## config.mk

```make
export PLATFORM = sky130hd
export DESIGN_NAME = mcsr_top
export DESIGN_NICKNAME = d
export VERILOG_FILES = /design/src/rtl/mcsr_pkg.sv /design/src/rtl/mcsr_top.sv
export VERILOG_INCLUDE_DIRS = /design/src /design/src/rtl
export SDC_FILE = /design/constraint.sdc
export NUM_CORES = 1
export LEC_CHECK = 0
export BUFFER_PORTS_ARGS = -buffer_cell sky130_fd_sc_hd__buf_2
export CORE_MARGIN = 5
export CORE_UTILIZATION = 25
export CTS_CLUSTER_DIAMETER = 150
export DETAILED_ROUTE_END_ITERATION = 7
export GPL_ROUTABILITY_DRIVEN = 0
export SLEW_MARGIN = 25
export SYNTH_ARGS = -nofsm -noshare
export SYNTH_HDL_FRONTEND = slang
export SYNTH_SLANG_ARGS = --single-unit
```

## constraint.sdc

```tcl
create_clock -name aclk -period 5.1 [get_ports aclk]
set_clock_uncertainty 0.05 [all_clocks]
set_input_delay 0.765 -clock aclk [delete_from_list [all_inputs] [get_ports aclk]]
set_output_delay 0.765 -clock aclk [all_outputs]
set_load 0.05 [all_outputs]
```

## src/rtl/mcsr_consts.svh

```systemverilog
// register offsets, field positions, reset values and encodings
`ifndef MCSR_CONSTS_SVH
`define MCSR_CONSTS_SVH

// ----------------------------------------------------------------------
// byte offsets on the register bus
// ----------------------------------------------------------------------
`define MCSR_OFS_ACC     8'h00
`define MCSR_OFS_PCL     8'h04
`define MCSR_OFS_TBLPTR  8'h08
`define MCSR_OFS_TBLHI   8'h0c
`define MCSR_OFS_STATUS  8'h10
`define MCSR_OFS_INTA    8'h14
`define MCSR_OFS_INTB    8'h18
`define MCSR_OFS_RTC_INTERVAL_CONTROL    8'h1c
`define MCSR_OFS_DISP    8'h20
`define MCSR_OFS_TACNT   8'h24
`define MCSR_OFS_TACTL   8'h28
`define MCSR_OFS_TBHI    8'h2c
`define MCSR_OFS_TBLO    8'h30
`define MCSR_OFS_TBCTL   8'h34
`define MCSR_OFS_PA      8'h38
`define MCSR_OFS_PB      8'h3c
`define MCSR_OFS_PC      8'h40
`define MCSR_OFS_PCC     8'h44
`define MCSR_OFS_PD      8'h48

// ----------------------------------------------------------------------
// field positions
// ----------------------------------------------------------------------
`define MCSR_ST_PDF      4
`define MCSR_ST_TO       5
`define MCSR_RTC_INTERVAL_CONTROL_OSC_QUICK_START   4
`define MCSR_DISP_DISPLAY_DRIVER_ENABLE  4
`define MCSR_DISP_RTC_ENABLE  5
`define MCSR_TCTL_ON     4
`define MCSR_TCTL_EXT    5
`define MCSR_INTA_GIE    0
`define MCSR_RTC_BASE    8

// ----------------------------------------------------------------------
// reset values and encodings
// ----------------------------------------------------------------------
`define MCSR_RST_ZERO    8'h00
`define MCSR_RST_PORT    8'hff
`define MCSR_FS_RTC      2'h2
`define MCSR_RESP_OKAY   2'b00
`define MCSR_RESP_DECERR 2'b11

`endif

```

## src/rtl/mcsr_pkg.sv

```systemverilog
// types and the alu function shared by the special register block
package mcsr_pkg;

  typedef enum logic [2:0] {
    ALU_LD, ALU_ADD, ALU_SUB, ALU_AND, ALU_OR, ALU_XOR, ALU_RLC, ALU_RRC
  } mcsr_alu_op_e;

  typedef struct packed {
    logic         valid;
    mcsr_alu_op_e op;
    logic [7:0]   operand;
  } mcsr_alu_req_s;

  typedef struct packed {
    logic        halt;
    logic        watchdog_clear_instruction;
    logic        wdt_timeout;
    logic        int_entry;
    logic        return_from_interrupt;
    logic        tbl_read;
    logic [14:0] prog_word;
    logic [7:0]  pc_low;
  } mcsr_core_evt_s;

  typedef struct packed {
    logic [1:0] fs_src;
    logic       wdt_en;
    logic       fs_tick;
    logic [7:0] pa;
    logic [7:0] pb;
    logic       pc;
    logic [3:0] pd;
  } mcsr_pins_s;

  // upd bit order follows status: 0 carry, 1 aux, 2 zero, 3 overflow
  typedef struct packed {
    logic [7:0] result;
    logic [3:0] upd;
    logic       ov;
    logic       z;
    logic       ac;
    logic       c;
  } mcsr_alu_res_s;

  // subtraction runs as a + ~b + 1 so carry means no borrow
  function automatic mcsr_alu_res_s mcsr_alu(
    input mcsr_alu_op_e op,
    input logic [7:0]   a,
    input logic [7:0]   b,
    input logic         c_in
  );
    logic [7:0]    bb;
    logic          cin;
    logic [8:0]    full;
    logic [4:0]    low;
    logic [7:0]    hi7;
    mcsr_alu_res_s r;
    bb = (op == ALU_SUB) ? ~b : b;
    cin = (op == ALU_SUB);
    full = {1'b0, a} + {1'b0, bb} + {8'h00, cin};
    low = {1'b0, a[3:0]} + {1'b0, bb[3:0]} + {4'h0, cin};
    hi7 = {1'b0, a[6:0]} + {1'b0, bb[6:0]} + {7'h00, cin};
    r.result = full[7:0];
    r.c = full[8];
    r.ac = low[4];
    r.ov = hi7[7] ^ full[8];
    r.upd = 4'hf;
    case (op)
      ALU_ADD, ALU_SUB: r.upd = 4'hf;
      ALU_AND:
      begin
        r.result = a & b;
        r.upd = 4'h4;
      end
      ALU_OR:
      begin
        r.result = a | b;
        r.upd = 4'h4;
      end
      ALU_XOR:
      begin
        r.result = a ^ b;
        r.upd = 4'h4;
      end
      ALU_RLC:
      begin
        r.result = {a[6:0], c_in};
        r.c = a[7];
        r.upd = 4'h1;
      end
      ALU_RRC:
      begin
        r.result = {c_in, a[7:1]};
        r.c = a[0];
        r.upd = 4'h1;
      end
      default:
      begin
        r.result = b;
        r.upd = 4'h0;
      end
    endcase
    r.z = (r.result == 8'h00);
    return r;
  endfunction : mcsr_alu

endpackage : mcsr_pkg

```

## src/rtl/mcsr_top.sv

```systemverilog
// special function register bank of the small core, on an axi4-lite slave
// Operation
// alu results always land in accumulator
// pcl write jumps in page, dummy cycle
// table read stores high byte
// status writes never touch pdf, to
// carry: add carry out, sub no borrow
// aux carry from low nibble likewise
// zero flag marks a zero result
// overflow is carry into msb xor out
// pdf set by halt, cleared by clr
// to set by timeout, cleared clr/halt
// status is never stacked automatically
// rtc event every 2^8..2^15 fs ticks
// quick start bit clears at power-on
// software sets quick start after 2s
// gie gates interrupts, entry clears, return_from_interrupt sets
// lcd enable powers the whole driver
// segment select picks segment or port d
// rtc off for non-rtc fs sources
// rtc osc: on with wdt, lcd or enable
// timer a: preloadable 8-bit up counter
// timer b: preloadable 16-bit up counter
// port b input only, others bidirectional
// pcc one is input, zero cmos output
// flags update with the result cycle
`include "mcsr_consts.svh"

module mcsr_top (
  input  wire logic                    aclk,
  input  wire logic                    aresetn,
  input  wire logic                    awvalid,
  output logic                         awready,
  input  wire logic [31:0]             awaddr,
  input  wire logic                    wvalid,
  output logic                         wready,
  input  wire logic [31:0]             wdata,
  input  wire logic [3:0]              wstrb,
  output logic                         bvalid,
  input  wire logic                    bready,
  output logic [1:0]                   bresp,
  input  wire logic                    arvalid,
  output logic                         arready,
  input  wire logic [31:0]             araddr,
  output logic                         rvalid,
  input  wire logic                    rready,
  output logic [31:0]                  rdata,
  output logic [1:0]                   rresp,
  input  wire mcsr_pkg::mcsr_alu_req_s  alu_req,
  input  wire mcsr_pkg::mcsr_core_evt_s core_evt,
  input  wire mcsr_pkg::mcsr_pins_s     pins_in,
  output logic [7:0]                   accumulator_reg,
  output logic [7:0]                   status,
  output logic                         pc_jump,
  output logic [7:0]                   pc_jump_low,
  output logic                         dummy_cycle,
  output logic [7:0]                   table_pointer,
  output logic                         irq_req,
  output logic                         osc_quick_start,
  output logic                         lcd_on,
  output logic                         rtc_on,
  output logic [3:0]                   seg_mode,
  output logic [7:0]                   pa_out,
  output logic [7:0]                   pa_oe,
  output logic                         pc_out,
  output logic                         pc_oe,
  output logic [3:0]                   pd_out,
  output logic [3:0]                   pd_oe
);
  import mcsr_pkg::*;

  // ----------------------------------------------------------------------
  // state
  // ----------------------------------------------------------------------
  logic          aw_take, next_aw_take, ar_take, next_ar_take;
  logic          next_bvalid, next_rvalid;
  logic [1:0]    next_bresp, next_rresp;
  logic [31:0]   next_rdata;
  mcsr_pins_s    pin_s1, pin_s2;
  logic [2:0]    edge_s3;
  logic [7:0]    table_high_byte, rtc_interval_control, display_control;
  logic [7:0]    interrupt_control_a, interrupt_control_b;
  logic [7:0]    timer_a_count, timer_a_control, timer_b_control;
  logic [15:0]   timer_b_count;
  logic [7:0]    pa_latch, pc_latch, port_c_direction;
  logic [3:0]    pd_latch;
  logic [14:0]   rtc_cnt;
  logic [7:0]    next_acc, next_status, next_table_pointer, next_table_high_byte, next_rtc_interval_control;
  logic [7:0]    next_disp, next_inta, next_intb, next_ta, next_tactl;
  logic [7:0]    next_tbctl, next_pa, next_pc, next_pcc, next_pcl_low;
  logic [15:0]   next_tb;
  logic [3:0]    next_pd;
  logic [14:0]   next_rtc_cnt;
  logic          next_jump, next_rtc_on, next_irq;
  logic          wr_fire, rd_fire, wr_en, ta_tick, tb_tick, rtc_evt;
  logic          fs_rise, pb2_rise, pb3_rise;
  logic [7:0]    w, rd_val;
  logic [14:0]   rtc_mask;
  mcsr_alu_res_s alu_res;

  // ----------------------------------------------------------------------
  // helpers
  // ----------------------------------------------------------------------
  // aligned word inside the implemented window
  function automatic logic addr_hit(input logic [31:0] a);
    return (a[31:8] == 24'h000000) && (a[1:0] == 2'b00) &&
           (a[7:0] <= `MCSR_OFS_PD);
  endfunction : addr_hit

  // ----------------------------------------------------------------------
  // pin synchronisers
  // ----------------------------------------------------------------------
  // two stages before anything reads a pin, a third for edges only
  always_ff @(posedge aclk)
  begin
    pin_s1 <= pins_in;
    pin_s2 <= pin_s1;
    edge_s3 <= {pin_s2.fs_tick, pin_s2.pb[3], pin_s2.pb[2]};
  end
  assign fs_rise = pin_s2.fs_tick & ~edge_s3[2];
  assign pb3_rise = pin_s2.pb[3] & ~edge_s3[1];
  assign pb2_rise = pin_s2.pb[2] & ~edge_s3[0];

  // ----------------------------------------------------------------------
  // axi4-lite handshakes
  // ----------------------------------------------------------------------
  // address and data are taken together, so neither can be half-consumed
  assign wr_fire = aw_take & awvalid & wvalid;
  assign rd_fire = ar_take & arvalid;
  assign wr_en = wr_fire & addr_hit(awaddr) & wstrb[0];
  assign w = wdata[7:0];
  assign awready = aw_take;
  assign wready = aw_take;
  assign arready = ar_take;

  always_comb
  begin
    next_aw_take = ~aw_take & awvalid & wvalid & ~bvalid;
    next_ar_take = ~ar_take & arvalid & ~rvalid;
    next_bvalid = wr_fire | (bvalid & ~bready);
    next_bresp = bresp;
    if (wr_fire)
      next_bresp = addr_hit(awaddr) ? `MCSR_RESP_OKAY : `MCSR_RESP_DECERR;
    next_rvalid = rd_fire | (rvalid & ~rready);
    next_rresp = rresp;
    next_rdata = rdata;
    if (rd_fire)
    begin
      next_rresp = addr_hit(araddr) ? `MCSR_RESP_OKAY : `MCSR_RESP_DECERR;
      next_rdata = {24'h000000, addr_hit(araddr) ? rd_val : 8'h00};
    end
  end

  // ----------------------------------------------------------------------
  // read mux
  // ----------------------------------------------------------------------
  always_comb
  begin
    rd_val = 8'h00;
    case (araddr[7:0])
      `MCSR_OFS_ACC:    rd_val = accumulator_reg;
      `MCSR_OFS_PCL:    rd_val = core_evt.pc_low;
      `MCSR_OFS_TBLPTR: rd_val = table_pointer;
      `MCSR_OFS_TBLHI:  rd_val = table_high_byte;
      `MCSR_OFS_STATUS: rd_val = status;
      `MCSR_OFS_INTA:   rd_val = interrupt_control_a;
      `MCSR_OFS_INTB:   rd_val = interrupt_control_b;
      `MCSR_OFS_RTC_INTERVAL_CONTROL:   rd_val = rtc_interval_control;
      `MCSR_OFS_DISP:   rd_val = display_control;
      `MCSR_OFS_TACNT:  rd_val = timer_a_count;
      `MCSR_OFS_TACTL:  rd_val = timer_a_control;
      `MCSR_OFS_TBHI:   rd_val = timer_b_count[15:8];
      `MCSR_OFS_TBLO:   rd_val = timer_b_count[7:0];
      `MCSR_OFS_TBCTL:  rd_val = timer_b_control;
      `MCSR_OFS_PA:     rd_val = pin_s2.pa;
      `MCSR_OFS_PB:     rd_val = pin_s2.pb;
      // input reads the pin, output reads the latch
      `MCSR_OFS_PC:     rd_val = {7'h00, port_c_direction[0] ?
                                  pin_s2.pc : pc_latch[0]};
      `MCSR_OFS_PCC:    rd_val = port_c_direction;
      `MCSR_OFS_PD:     rd_val = {4'h0, pin_s2.pd};
      default:          rd_val = 8'h00;
    endcase
  end

  // ----------------------------------------------------------------------
  // register file next values
  // ----------------------------------------------------------------------
  assign alu_res = mcsr_alu(alu_req.op, accumulator_reg, alu_req.operand,
                            status[0]);
  // period mask widens with the divider select
  assign rtc_mask = 15'h7fff >> (3'd7 - rtc_interval_control[2:0]);
  assign rtc_evt = fs_rise & rtc_on & ((rtc_cnt & rtc_mask) == rtc_mask);
  // timer a counts aclk or the synchronised external edge
  assign ta_tick = timer_a_control[`MCSR_TCTL_ON] &
                   (timer_a_control[`MCSR_TCTL_EXT] ? pb2_rise : 1'b1);
  // timer b counts the same way on its own pin
  assign tb_tick = timer_b_control[`MCSR_TCTL_ON] &
                   (timer_b_control[`MCSR_TCTL_EXT] ? pb3_rise : 1'b1);

  always_comb
  begin
    next_acc = accumulator_reg;
    next_status = status;
    next_table_pointer = table_pointer;
    next_table_high_byte = table_high_byte;
    next_rtc_interval_control = rtc_interval_control;
    next_disp = display_control;
    next_inta = interrupt_control_a;
    next_intb = interrupt_control_b;
    next_ta = timer_a_count + {7'h00, ta_tick};
    next_tactl = timer_a_control;
    next_tb = timer_b_count + {15'h0000, tb_tick};
    next_tbctl = timer_b_control;
    next_pa = pa_latch;
    next_pc = pc_latch;
    next_pcc = port_c_direction;
    next_pd = pd_latch;
    next_jump = 1'b0;
    next_pcl_low = pc_jump_low;
    if (wr_en)
    begin
      case (awaddr[7:0])
        `MCSR_OFS_ACC:    next_acc = w;
        // an 8-bit target only reaches the current page
        `MCSR_OFS_PCL:
        begin
          next_jump = 1'b1;
          next_pcl_low = w;
        end
        `MCSR_OFS_TBLPTR: next_table_pointer = w;
        // only the arithmetic flags take bus data
        `MCSR_OFS_STATUS: next_status[3:0] = w[3:0];
        `MCSR_OFS_INTA:   next_inta = w;
        // request bits: writing zero clears, writing one keeps
        `MCSR_OFS_INTB:   next_intb = interrupt_control_b & w;
        `MCSR_OFS_RTC_INTERVAL_CONTROL:   next_rtc_interval_control = {3'b000, w[4], 1'b0, w[2:0]};
        `MCSR_OFS_DISP:   next_disp = {2'b00, w[5:0]};
        `MCSR_OFS_TACNT:  next_ta = w;
        `MCSR_OFS_TACTL:  next_tactl = w;
        `MCSR_OFS_TBHI:   next_tb[15:8] = w;
        `MCSR_OFS_TBLO:   next_tb[7:0] = w;
        `MCSR_OFS_TBCTL:  next_tbctl = w;
        `MCSR_OFS_PA:     next_pa = w;
        `MCSR_OFS_PC:     next_pc = w;
        `MCSR_OFS_PCC:    next_pcc = w;
        `MCSR_OFS_PD:     next_pd = w[3:0];
        default:          next_acc = accumulator_reg;
      endcase
    end
    // the core result wins over a bus write in the same cycle
    if (alu_req.valid)
    begin
      next_acc = alu_res.result;
      // flags load in the cycle the result does
      // per-op flag masks from the alu
      for (int i = 0; i < 4; i++)
        if (alu_res.upd[i])
          next_status[i] = alu_res[i];
    end
    // halt sets, clear instruction clears
    if (core_evt.halt)
      next_status[`MCSR_ST_PDF] = 1'b1;
    else if (core_evt.watchdog_clear_instruction)
      next_status[`MCSR_ST_PDF] = 1'b0;
    // a time-out wins over a clear in the same cycle
    if (core_evt.wdt_timeout)
      next_status[`MCSR_ST_TO] = 1'b1;
    else if (core_evt.watchdog_clear_instruction | core_evt.halt)
      next_status[`MCSR_ST_TO] = 1'b0;
    // no stacking here: the core must save status in software
    // the word's upper bits become the table high byte
    if (core_evt.tbl_read)
      next_table_high_byte = {1'b0, core_evt.prog_word[14:8]};
    // return sets the master enable, entry clears it
    if (core_evt.return_from_interrupt)
      next_inta[`MCSR_INTA_GIE] = 1'b1;
    else if (core_evt.int_entry)
      next_inta[`MCSR_INTA_GIE] = 1'b0;
    // sticky requests: a set beats a clear in the same cycle
    next_intb[0] = next_intb[0] | rtc_evt;
    next_intb[1] = next_intb[1] | (ta_tick & (timer_a_count == 8'hff));
    next_intb[2] = next_intb[2] | (tb_tick & (timer_b_count == 16'hffff));
  end

  // ----------------------------------------------------------------------
  // rtc, display and interrupt gating next values
  // ----------------------------------------------------------------------
  always_comb
  begin
    // rtc runs only from the rtc oscillator
    next_rtc_on = (pin_s2.fs_src == `MCSR_FS_RTC) &
                  (pin_s2.wdt_en | display_control[`MCSR_DISP_DISPLAY_DRIVER_ENABLE] |
                   display_control[`MCSR_DISP_RTC_ENABLE]);
    // free divider of fs ticks, held in reset while off
    next_rtc_cnt = rtc_on ? rtc_cnt + {14'h0000, fs_rise} : 15'h0000;
    // the master enable gates every source
    next_irq = interrupt_control_a[`MCSR_INTA_GIE] &
               (|(interrupt_control_a[3:1] & interrupt_control_b[2:0]));
  end

  // ----------------------------------------------------------------------
  // registers
  // ----------------------------------------------------------------------
  always_ff @(posedge aclk)
  begin
    if (!aresetn)
    begin
      aw_take <= 1'b0;
      ar_take <= 1'b0;
      bvalid <= 1'b0;
      bresp <= `MCSR_RESP_OKAY;
      rvalid <= 1'b0;
      rresp <= `MCSR_RESP_OKAY;
      rdata <= 32'h00000000;
      accumulator_reg <= `MCSR_RST_ZERO;
      // power-up clears both system flags
      status <= `MCSR_RST_ZERO;
      table_pointer <= `MCSR_RST_ZERO;
      table_high_byte <= `MCSR_RST_ZERO;
      // quick start bit clear after power-on
      rtc_interval_control <= `MCSR_RST_ZERO;
      display_control <= `MCSR_RST_ZERO;
      interrupt_control_a <= `MCSR_RST_ZERO;
      interrupt_control_b <= `MCSR_RST_ZERO;
      timer_a_count <= `MCSR_RST_ZERO;
      timer_a_control <= `MCSR_RST_ZERO;
      timer_b_count <= 16'h0000;
      timer_b_control <= `MCSR_RST_ZERO;
      pa_latch <= `MCSR_RST_PORT;
      pc_latch <= `MCSR_RST_PORT;
      port_c_direction <= `MCSR_RST_PORT;
      pd_latch <= 4'hf;
      pc_jump <= 1'b0;
      pc_jump_low <= `MCSR_RST_ZERO;
      dummy_cycle <= 1'b0;
      rtc_cnt <= 15'h0000;
      rtc_on <= 1'b0;
      irq_req <= 1'b0;
      lcd_on <= 1'b0;
      osc_quick_start <= 1'b0;
      seg_mode <= 4'h0;
      pa_out <= `MCSR_RST_ZERO;
      pa_oe <= `MCSR_RST_ZERO;
      pc_out <= 1'b1;
      pc_oe <= 1'b0;
      pd_out <= 4'h0;
      pd_oe <= 4'h0;
    end
    else
    begin
      aw_take <= next_aw_take;
      ar_take <= next_ar_take;
      bvalid <= next_bvalid;
      bresp <= next_bresp;
      rvalid <= next_rvalid;
      rresp <= next_rresp;
      rdata <= next_rdata;
      accumulator_reg <= next_acc;
      status <= next_status;
      table_pointer <= next_table_pointer;
      table_high_byte <= next_table_high_byte;
      rtc_interval_control <= next_rtc_interval_control;
      display_control <= next_disp;
      interrupt_control_a <= next_inta;
      interrupt_control_b <= next_intb;
      timer_a_count <= next_ta;
      timer_a_control <= next_tactl;
      timer_b_count <= next_tb;
      timer_b_control <= next_tbctl;
      pa_latch <= next_pa;
      pc_latch <= next_pc;
      port_c_direction <= next_pcc;
      pd_latch <= next_pd;
      pc_jump <= next_jump;
      pc_jump_low <= next_pcl_low;
      // one dummy cycle follows each pcl jump
      dummy_cycle <= pc_jump;
      rtc_cnt <= next_rtc_cnt;
      rtc_on <= next_rtc_on;
      irq_req <= next_irq;
      // driver power follows its enable alone
      lcd_on <= display_control[`MCSR_DISP_DISPLAY_DRIVER_ENABLE];
      osc_quick_start <= rtc_interval_control[`MCSR_RTC_INTERVAL_CONTROL_OSC_QUICK_START];
      // a set select hands the pin to the segment driver
      seg_mode <= display_control[3:0];
      // a and d are open drain, b has no driver at all
      pa_out <= `MCSR_RST_ZERO;
      pa_oe <= ~pa_latch;
      // direction one releases the pin, zero drives cmos
      pc_out <= pc_latch[0];
      pc_oe <= ~port_c_direction[0];
      pd_out <= 4'h0;
      pd_oe <= ~pd_latch & ~display_control[3:0];
    end
  end
endmodule : mcsr_top

```

After elaboration in Yosys (flattened, before gate mapping). Index checks and enable logic that the tools add are counted.

Input bits: 173. Logic and storage cells: 240. Output and inout port bits: 109. Register bits after elaboration: 232.

Bitwise gates (word level): 53. Equality and inequality tests: 45. $lt $le $gt $ge: 2. Shifts and indexed selects: 1. $add $sub $neg: 10. Multiplexer cells: 37. Reduce and logical (&&, ||, !) cells: 37.

Operator list (number): $pmux 8 s19 (1); $eq 8x6->1 const B (15); $mux 8 (9); $eq 8x5->1 const B (8); $eq 8x7->1 const B (6); $logic_not 24->1 (2); $pmux 8 s6 (1); $reduce_and 2->1 (16); $eq 8x4->1 const B (3); $logic_not 8->1 (3); $and 1x1->1 (23); $add 16x1->16 (1); $add 8x1->8 (2); $and 8x8->8 (2); $eq 16x16->1 const B (1); $eq 8x3->1 const B (2); $le 8x7->1 const B (2); $mux 1 (16); $mux 16 (1); $not 8->8 (2); $add 15x1->15 (1); $and 15x15->15 (1); $eq 15x15->1 (1); $shr 15x3->15 const A (1); 30 further kinds (65).

Longest topological paths before layout. Gate-level depths: netlist of run 1.

Depth after elaboration: 8. Gate-level depth with buffers: 14. Mapped depth without buffers: 10.

Worst setup path after synthesis of run 1. Ideal clock, no wire load.

Path type: input to register. Start point: input alu_req[8] in the netlist's numbering. End point: register status[2]. Data arrival time: 3.839 ns. Library setup time: 0.087 ns. Path buffers: 4. Cell stages on the path: 14. Required time: 4.963 ns. Setup slack: 1.124 ns. Cell sequence: buf_2 -> buf_1 -> clkbuf_1 -> nor2_1 -> and2_1 -> clkbuf_1 -> xnor2_1 -> fa_1 -> a211oi_1 -> o21bai_1 -> o211a_1 -> o32ai_1 -> nand4_1 -> o31ai_1.

Word-level cells in the longest chain between the ends: 8. Elaborated cells between the ends (all ways): 18. Those cells by class: 2 x add/sub; 7 x eq/ne; 5 x mux; 4 x reduce/logical.

Ends and longest elaborated chain: start: declaration (RTL line mcsr_top.sv:49) `input wire mcsr_pkg::mcsr_alu_req_s alu_req,`; $eq 3x2->1 (RTL line mcsr_pkg.sv:58, mcsr_pkg.sv:59, mcsr_pkg.sv:68); $mux 8 (RTL line mcsr_pkg.sv:58) `bb = (op == ALU_SUB) ? ~b : b;`; $add 8x8->9 (RTL line mcsr_pkg.sv:60) `full = {1'b0, a} + {1'b0, bb} + {8'h00, cin};`; $add 9x1->9 (RTL line mcsr_pkg.sv:60); $pmux 8 s6 (RTL line mcsr_pkg.sv:68) `case (op)`; $logic_not 8->1 (RTL line mcsr_pkg.sv:103) `r.z = (r.result == 8'h00);`; $mux 1 * (RTL line mcsr_top.sv:258) `if (alu_res.upd[i])`; $mux 4 * (RTL line mcsr_top.sv:252) `if (alu_req.valid)`; end signal: assignment (RTL line mcsr_top.sv:318) `` status <= `MCSR_RST_ZERO; ``; end signal: assignment (RTL line mcsr_top.sv:360) `status <= next_status;`; end: declaration (RTL line mcsr_top.sv:53) `output logic [7:0] status,`.

Mark *: on every way between the ends. The rest lies on a longest branch, timed or not. A chain may end at the register's enable or synchronous reset.

Final worst setup path of run 1.
Start point: input alu_req[10] in the netlist's numbering. End point: register status[2].

Same word-level chain as after synthesis.

==> results of run 1 <==
-- path summary, 6_finish.rpt --
kind / slack, ns / endpoint / cells past startpoint / startpoint
setup / recovery: 1.67 / status[2] / 11 / alu_req[10]
hold / removal: 0.25 / pin_s1[10] / 1 / pins_in[10]
setup reg to reg: 1.93 / pa_latch[4] / 7 / awready
hold reg to reg: 0.28 / pin_s2[23] / 0 / pin_s1[23]
-- power groups by stage --
stage / logic (mW) / registers (mW) / clock network, mW
finish: 0.455 / 1.87 / 1.93
global route: 0.489 / 1.88 / 2.06
CTS: 0.451 / 1.88 / 1.98
detailed placement: 0.450 / 1.91 / 0
global placement: 0.442 / 1.91 / 0
floorplan: 0.286 / 1.93 / 0
-- per-stage QoR --
| stage | total power [mW] | hold slack, ns |
|---|---|---|
| after global placement | 2.36 | 0.265 |
| after floorplan | 2.21 | 0.260 |
| after global routing | 4.42 | 0.223 |
| final | 4.26 | 0.248 |
| after CTS | 4.31 | 0.217 |
| after detailed placement | 2.36 | 0.262 |
-- critical path: stages --
cell and delay (ns):
buf_2 0.23, nor2_1 0.27, and2_1 0.46, xnor2_1 0.18, fa_1 0.46, a211oi_1 0.44, o21bai_1 0.13, o211a_1 0.17
o32ai_1 0.32, nand4_1 0.18, o31ai_1 0.25
-- cell families after synthesis --
group | share of synthesized area [%]
muxes | 6.02
and+or+nand+nor | 19.8
DFF | 43.9
AOI/OAI and AO/OA | 16.4
xor gates and xnor gates | 3.43
adders and majority gates | 3.65
other | 0.0358
buffers and inverters | 6.80
-- cell usage in the layout (no fill, tap or decap), types with 24 or more instances in the layout --
cell / synthesis / routed
ha_1: 29 / 29
mux2i_1: 54 / 54
conb_1: 1 / 38
inv_1: 33 / 33
dfxtp_1: 230 / 230
nor2_1: 82 / 82
o21ai_0: 61 / 61
a211oi_1: 25 / 24
a21oi_1: 35 / 35
clkbuf_16: 0 / 27
buf_2: 5 / 208
nand3_1: 68 / 68
a22oi_1: 29 / 29
nand2_1: 73 / 73
nand4_1: 25 / 25
-- layer usage --
layer / GRT usage (%) / wire length [um]
met2: 24.9 / 17100
met1: 19.1 / 15300
met3: 4.67 / 3660
met4: 8.03 / 1940
met5: 0 / 27
-- layout make-up --
type	instances	area share, %
multi-input combinational	802	41.9
sequential	230	35.9
timing repair buffer	224	9.07
clock buffer	33	5.69
tap	539	5.27
clock inverter	14	1.16
inverter	34	0.996
==> impl_results.md, run 1 <==
- Core Footprint: 0.0418 mm2
- # DRC: 0
- Top FF cell, synth: dfxtp_1
- Clock Path Buffers: 3
- Fmax: 291 MHz
- Min cycle time layout: 3.43 ns
- Sw Share: 27.4%
- Layout cell share with drive strength beyond 1: 22.0%
- Postcts setup bufs: 0
- # IOs: 282
- VDD IR max: 0.000233 V
- Synthesized area per cell: 9.18 um2
- Initial Util: 25.1%
- Clk root buf: clkbuf_16
- Final wirelength: 38100 um
- Row count: 75
- DP HPWL: 28800 um
- Reg power frac: 44.0%
- First-pass iteration count of the detailed router: 6
- Asr flop ratio synth: 0%
- Multi-input logic area: 0.00536 mm2
- Die height: 215 um
- WP data arrival: 3.86 ns
- Fillers: 4397
- Area post-placement: 0.0119 mm2
- H-tree depth: 1
- Nets: 1522
- Sequential cell area fraction in the yosys report: 43.9%
- Pleak: 5.35 nW
- Area occupied by registers: 0.00460 mm2
- Initial DRC count: 964
- Logic pwr share: 10.7%
- Setup TNS: 0 ns
- PwrDens: 333 mW/mm2
- Post-synth top area cell: dfxtp_1
- Final ANT Viol Nets: 0
- Final core utilization: 30.7%
- Antenna violations before repair: 2
- Setup slack at placement: 1.15 ns
- Least-Margin Pin Slew: 0.945 ns
- Count leader, synth: dfxtp_1
- Synth top area share: 43.9%
- Largest net degree at the start of global routing: 35
- Total clock sinks: 230
- CP Launch Type: primary input
- Fin crit share: 67.3%
- Wire per inst: 20.3 um
- Most common library cells after synthesis: dfxtp_1, nor2_1, nand2_1
- Via count: 9526
- Post-CTS sizing: 0
- First-pass GRT wire length: 56000 um
- Number of synthesized register bits: 230
- Worst hold path type: in2reg
- Vias in the first global route: 9233
- CP endpoint kind: register
- Mapped Cells: 1142
- Max Cap Violations: 0
- CP Data Required Time: 5.52 ns
- Die Width: 215 um
- Switching Power: 1.17 mW
- Max-slew violation count: 0
- N_diodes: 0
- Num CTS Buffers: 27
- Synthesized cell area: 0.0105 mm2
- Grt total ovfl: 0
- Area delta synth->final: 22.2%
- Worst slew margin: 36.9%
- Crit Path Class: in2reg
- P_int: 3.09 mW
- Hold Buf Count CTS: 0
- Post-route cell area: 0.0128 mm2
- Outcome: finished, final reports clean
- Clock transition at path regs: 0.06 ns
- Biggest regs: pin_s1: 25 flops, pin_s2: 25 flops, timer_b_count: 16 flops
- Vias per cell: 5.08
- Non-Filler Instances: 1876
- Cell variety after synth: 72
- Synth Warn #: 0
- Final Hold Vio Count: 0
- Inst Count DP: 1829
- Crit path max fanout: 23
- Die area: 0.0461 mm2
- Setup Viol. Count Final: 0
- Worst-Skew Late Latency: 0.56 ns
- Port Buffers: 208
- Number of synthesized flops with an enable pin: 0
- Synth area leaders: dfxtp_1, mux2i_1, ha_1, nand3_1, buf_4
- Clock power share: 45.3%
- PnR worst setup slack: 1.67 ns
- Total track usage: 15.6%
- RSZ-0062 raised after global routing: false
- CTS tree: done
No activity file was read; power rests on OpenSTA's default activity.
==> run 2, diff against run 1 <==
Settings changed: ABC_AREA from default to 1.
Clock period 5.1 ns to 2.8 ns, I/O delays scaled along.
==> impl_results.md, run 2 <==
- Outcome: finished, final reports clean (unchanged)
- Switching Power: 2.10 mW (was 1.17 mW)
- First-pass GRT wire length: 57500 um (was 56000 um)
- Synthesized cell area: 0.0109 mm2 (was 0.0105 mm2)
- Final ANT Viol Nets: 0 (unchanged)
- Count leader, synth: nand2_1 (was dfxtp_1)
- Synth area leaders: dfxtp_1, nand2_1, nor2_1, inv_1, o21ai_0 (was dfxtp_1, mux2i_1, ha_1, nand3_1, buf_4)
- Number of synthesized register bits: 230 (unchanged)
- Worst slew margin: 58.5% (was 36.9%)
- PnR worst setup slack: 0.402 ns (was 1.67 ns)
- RSZ-0062 raised after global routing: false (unchanged)
- DP HPWL: 30100 um (was 28800 um)
- Crit Path Class: reg2reg (was in2reg)
- Fmax: 417 MHz
- Worst hold path type: in2reg (unchanged)
- CP Data Required Time: 3.18 ns (was 5.52 ns)
- Initial Util: 25.3% (was 25.1%)
- Largest net degree at the start of global routing: 59 (was 35)
- Min cycle time layout: 2.40 ns
- CP max stage cell: dfxtp_1 (was and2_1)
- Max-slew violation count: 0 (unchanged)
- Sequential cell area fraction in the yosys report: 42.3% (was 43.9%)
- P_int: 5.98 mW (was 3.09 mW)
- Sw Share: 26.0% (was 27.4%)
- Final Hold Vio Count: 0 (unchanged)
- Clk root buf: clkbuf_16 (unchanged)
- Clock power share: 47.3% (was 45.3%)
- Clock Path Buffers: 3 (unchanged)
- WP data arrival: 2.78 ns (was 3.86 ns)
- Buf+Inv Stages, Crit Path: 1 (unchanged)
- Minimum hold slack: 0.0542 ns (was 0.248 ns)
- Vias in the first global route: 10300 (was 9233)
- Die Width: 219 um (was 215 um)
- Clock transition at path regs: 0.06 ns (about the same)
- Commonest non-fill, non-tap cell in the layout: nand2_1 (was dfxtp_1)
- CP endpoint kind: register (unchanged)
- Least-Margin Pin Slew: 0.619 ns (was 0.945 ns)
- Reg power frac: 42.0% (was 44.0%)
- Total track usage: 15.3% (was 15.6%)
- VDD IR max: 0.000448 V (was 0.000233 V)
- CP Launch Type: register (was primary input)
- Crit-path cells: inv_1 > nor2_1 > nor2_1 > nor2_1 > ha_1 > nand3_1 > nor2_1 > nand3_1 > nor4_2 > nand3_1 > xor2_1 > nor2_1 > nor2_1 (was buf_2 > nor2_1 > and2_1 > xnor2_1 > fa_1 > a211oi_1 > o21bai_1 > o211a_1 > o32ai_1 > nand4_1 > o31ai_1)
- Most frequent cells in the layout: nand2_1, nor2_1, dfxtp_1, buf_2, inv_1 (was dfxtp_1, buf_2, nor2_1, nand2_1, nand3_1)
- Mapped Cells: 1467 (was 1142)
- First-pass iteration count of the detailed router: 5 (was 6)
- Fin crit share: 85.6%
- Die area: 0.0478 mm2 (was 0.0461 mm2)
- Worst-Skew Late Latency: 0.54 ns (was 0.56 ns)
- Grt total ovfl: 0 (unchanged)
- Nets: 1923 (was 1522)
- Via count: 10600 (was 9526)
- Total clock sinks: 230 (unchanged)
- Asr flop ratio synth: 0% (unchanged)
- Setup slack at placement: 0.113 ns (was 1.15 ns)
- PwrDens: 587 mW/mm2 (was 333 mW/mm2)
- Setup Viol. Count Final: 0 (unchanged)
- Core Footprint: 0.0431 mm2 (was 0.0418 mm2)
- Final wirelength: 38400 um (was 38100 um)
- Area delta synth->final: 26.5% (was 22.2%)
- Most common library cells after synthesis: nand2_1, nor2_1, dfxtp_1 (was dfxtp_1, nor2_1, nand2_1)
- Vias per cell: 4.57 (was 5.08)
- Antenna violations before repair: 4 (was 2)
- Crit path max fanout: 3 (was 23)
- Top FF cell, synth: dfxtp_1 (unchanged)
- Synthesized area per cell: 7.42 um2 (was 9.18 um2)
- Synth Warn #: 0 (unchanged)
- Delay of the slowest cell on the worst path: 0.35 ns (was 0.46 ns)
- CP top delay family: simple AND/OR/NAND/NOR gates (was compound AO/OA/AOI/OAI gates)
- Port Buffers: 208 (unchanged)
- Number of synthesized flops with an enable pin: 0 (unchanged)
- Inst Count DP: 2251 (was 1829)
- Wire per inst: 16.5 um (was 20.3 um)
- Post-synth top area cell: dfxtp_1 (unchanged)
- Logic pwr share: 10.7% (about the same)
- Initial DRC count: 700 (was 964)
- Biggest regs: pin_s1: 25 flops, pin_s2: 25 flops, timer_b_count: 16 flops (unchanged)
- Num CTS Buffers: 27 (unchanged)
- # IOs: 282 (unchanged)
- Cell mode on critical path: nor2_1
- Row count: 76 (was 75)
- Non-Filler Instances: 2326 (was 1876)
- Die height: 219 um (was 215 um)
- Layout cell share with drive strength beyond 1: 19.6% (was 22.0%)
- CTS tree: done (unchanged)
- Synth top area share: 42.3% (was 43.9%)
- Setup TNS: 0 ns (unchanged)
- H-tree depth: 1 (unchanged)
- Post-CTS sizing: 0 (unchanged)
- Cell variety after synth: 57 (was 72)
- Pleak: 6.26 nW (was 5.35 nW)
- Max Cap Violations: 0 (unchanged)
- # DRC: 0 (unchanged)
-- run 2: power groups by stage --
stage | combinational (mW) | sequential [mW] | clock (mW)
3_5_place_dp | 0.836 | 3.47 | 0
4_1_cts | 0.867 | 3.39 | 3.91
3_3_place_gp | 0.825 | 3.46 | 0
2_1_floorplan | 0.510 | 3.51 | 0
5_1_grt | 0.950 | 3.40 | 4.03
6_report | 0.868 | 3.39 | 3.82
-- run 2: cells by family (layout without fill, tap and decap cells) --
logic type               after synthesis  after routing  share of synthesized area [%]
flip-flops                           230            230                           42.3
AO/OA/AOI/OAI                        243            243                           13.5
buffers and inverters                228            463                           9.67
adder cells (fa/ha/maj)               30             30                           3.52
AND/OR/NAND/NOR                      707            707                           28.7
XOR/XNOR                              28             28                           2.25
other                                  1             40                         0.0345
-- run 2: layout make-up --
| type | instances | area [um2] |
|---|---|---|
| Timing Repair Buffer | 259 | 1500 |
| Clock inverter | 13 | 201 |
| Fill cell | 4622 | 29300 |
| Sequential cell | 230 | 4600 |
| Clock buffer | 35 | 766 |
| Tap cell | 585 | 732 |
| Inverter | 156 | 591 |
| Antenna cell | 2 | 5.00 |
| Multi-Input combinational cell | 1046 | 5360 |
-- run 2: worst reg2reg max path: cells and delay by family (launching register included) --
kind                       cells  cell delay, ns
buffers and inverters          1            0.05
DFF                            1            0.35
adders and majority gates      1            0.22
and+or+nand+nor               10            1.46
xor gates and xnor gates       1            0.17
-- run 2: per-stage QoR --
stage	area (um2)	utilization (%)	total power [mW]
4_1_cts	13800	31.9	8.17
5_1_grt	13800	31.9	8.38
2_1_floorplan	11000	-	4.02
3_3_place_gp	12500	29.1	4.29
6_report	13800	31.9	8.08
3_5_place_dp	12500	29.1	4.30
-- run 2: path summary, 6_finish.rpt --
| check | startpoint | endpoint | slack (ns) | depth (start not counted) |
|---|---|---|---|---|
| worst max register to register | pin_s2[8] | timer_b_count[13] | 0.40 | 13 |
| worst min register to register | pin_s1[10] | pin_s2[10] | 0.27 | 0 |
| worst max-delay path | pin_s2[8] | timer_b_count[13] | 0.40 | 13 |
| worst min-delay path | core_evt[26] | status[5] | 0.05 | 3 |
-- run 2: repair_timing --
item	CTS	global route
hold buffers	25	0
endpoints found under the hold margin	25	0
setup endpoints to repair	0	0
buffers inserted	0	0
-- run 2: metal layers --
layer,share of wire (%),track usage [%]
met5,0.10,0
met4,4.3,5.97
met3,6.6,2.76
met2,48,26.0
met1,41,19.2
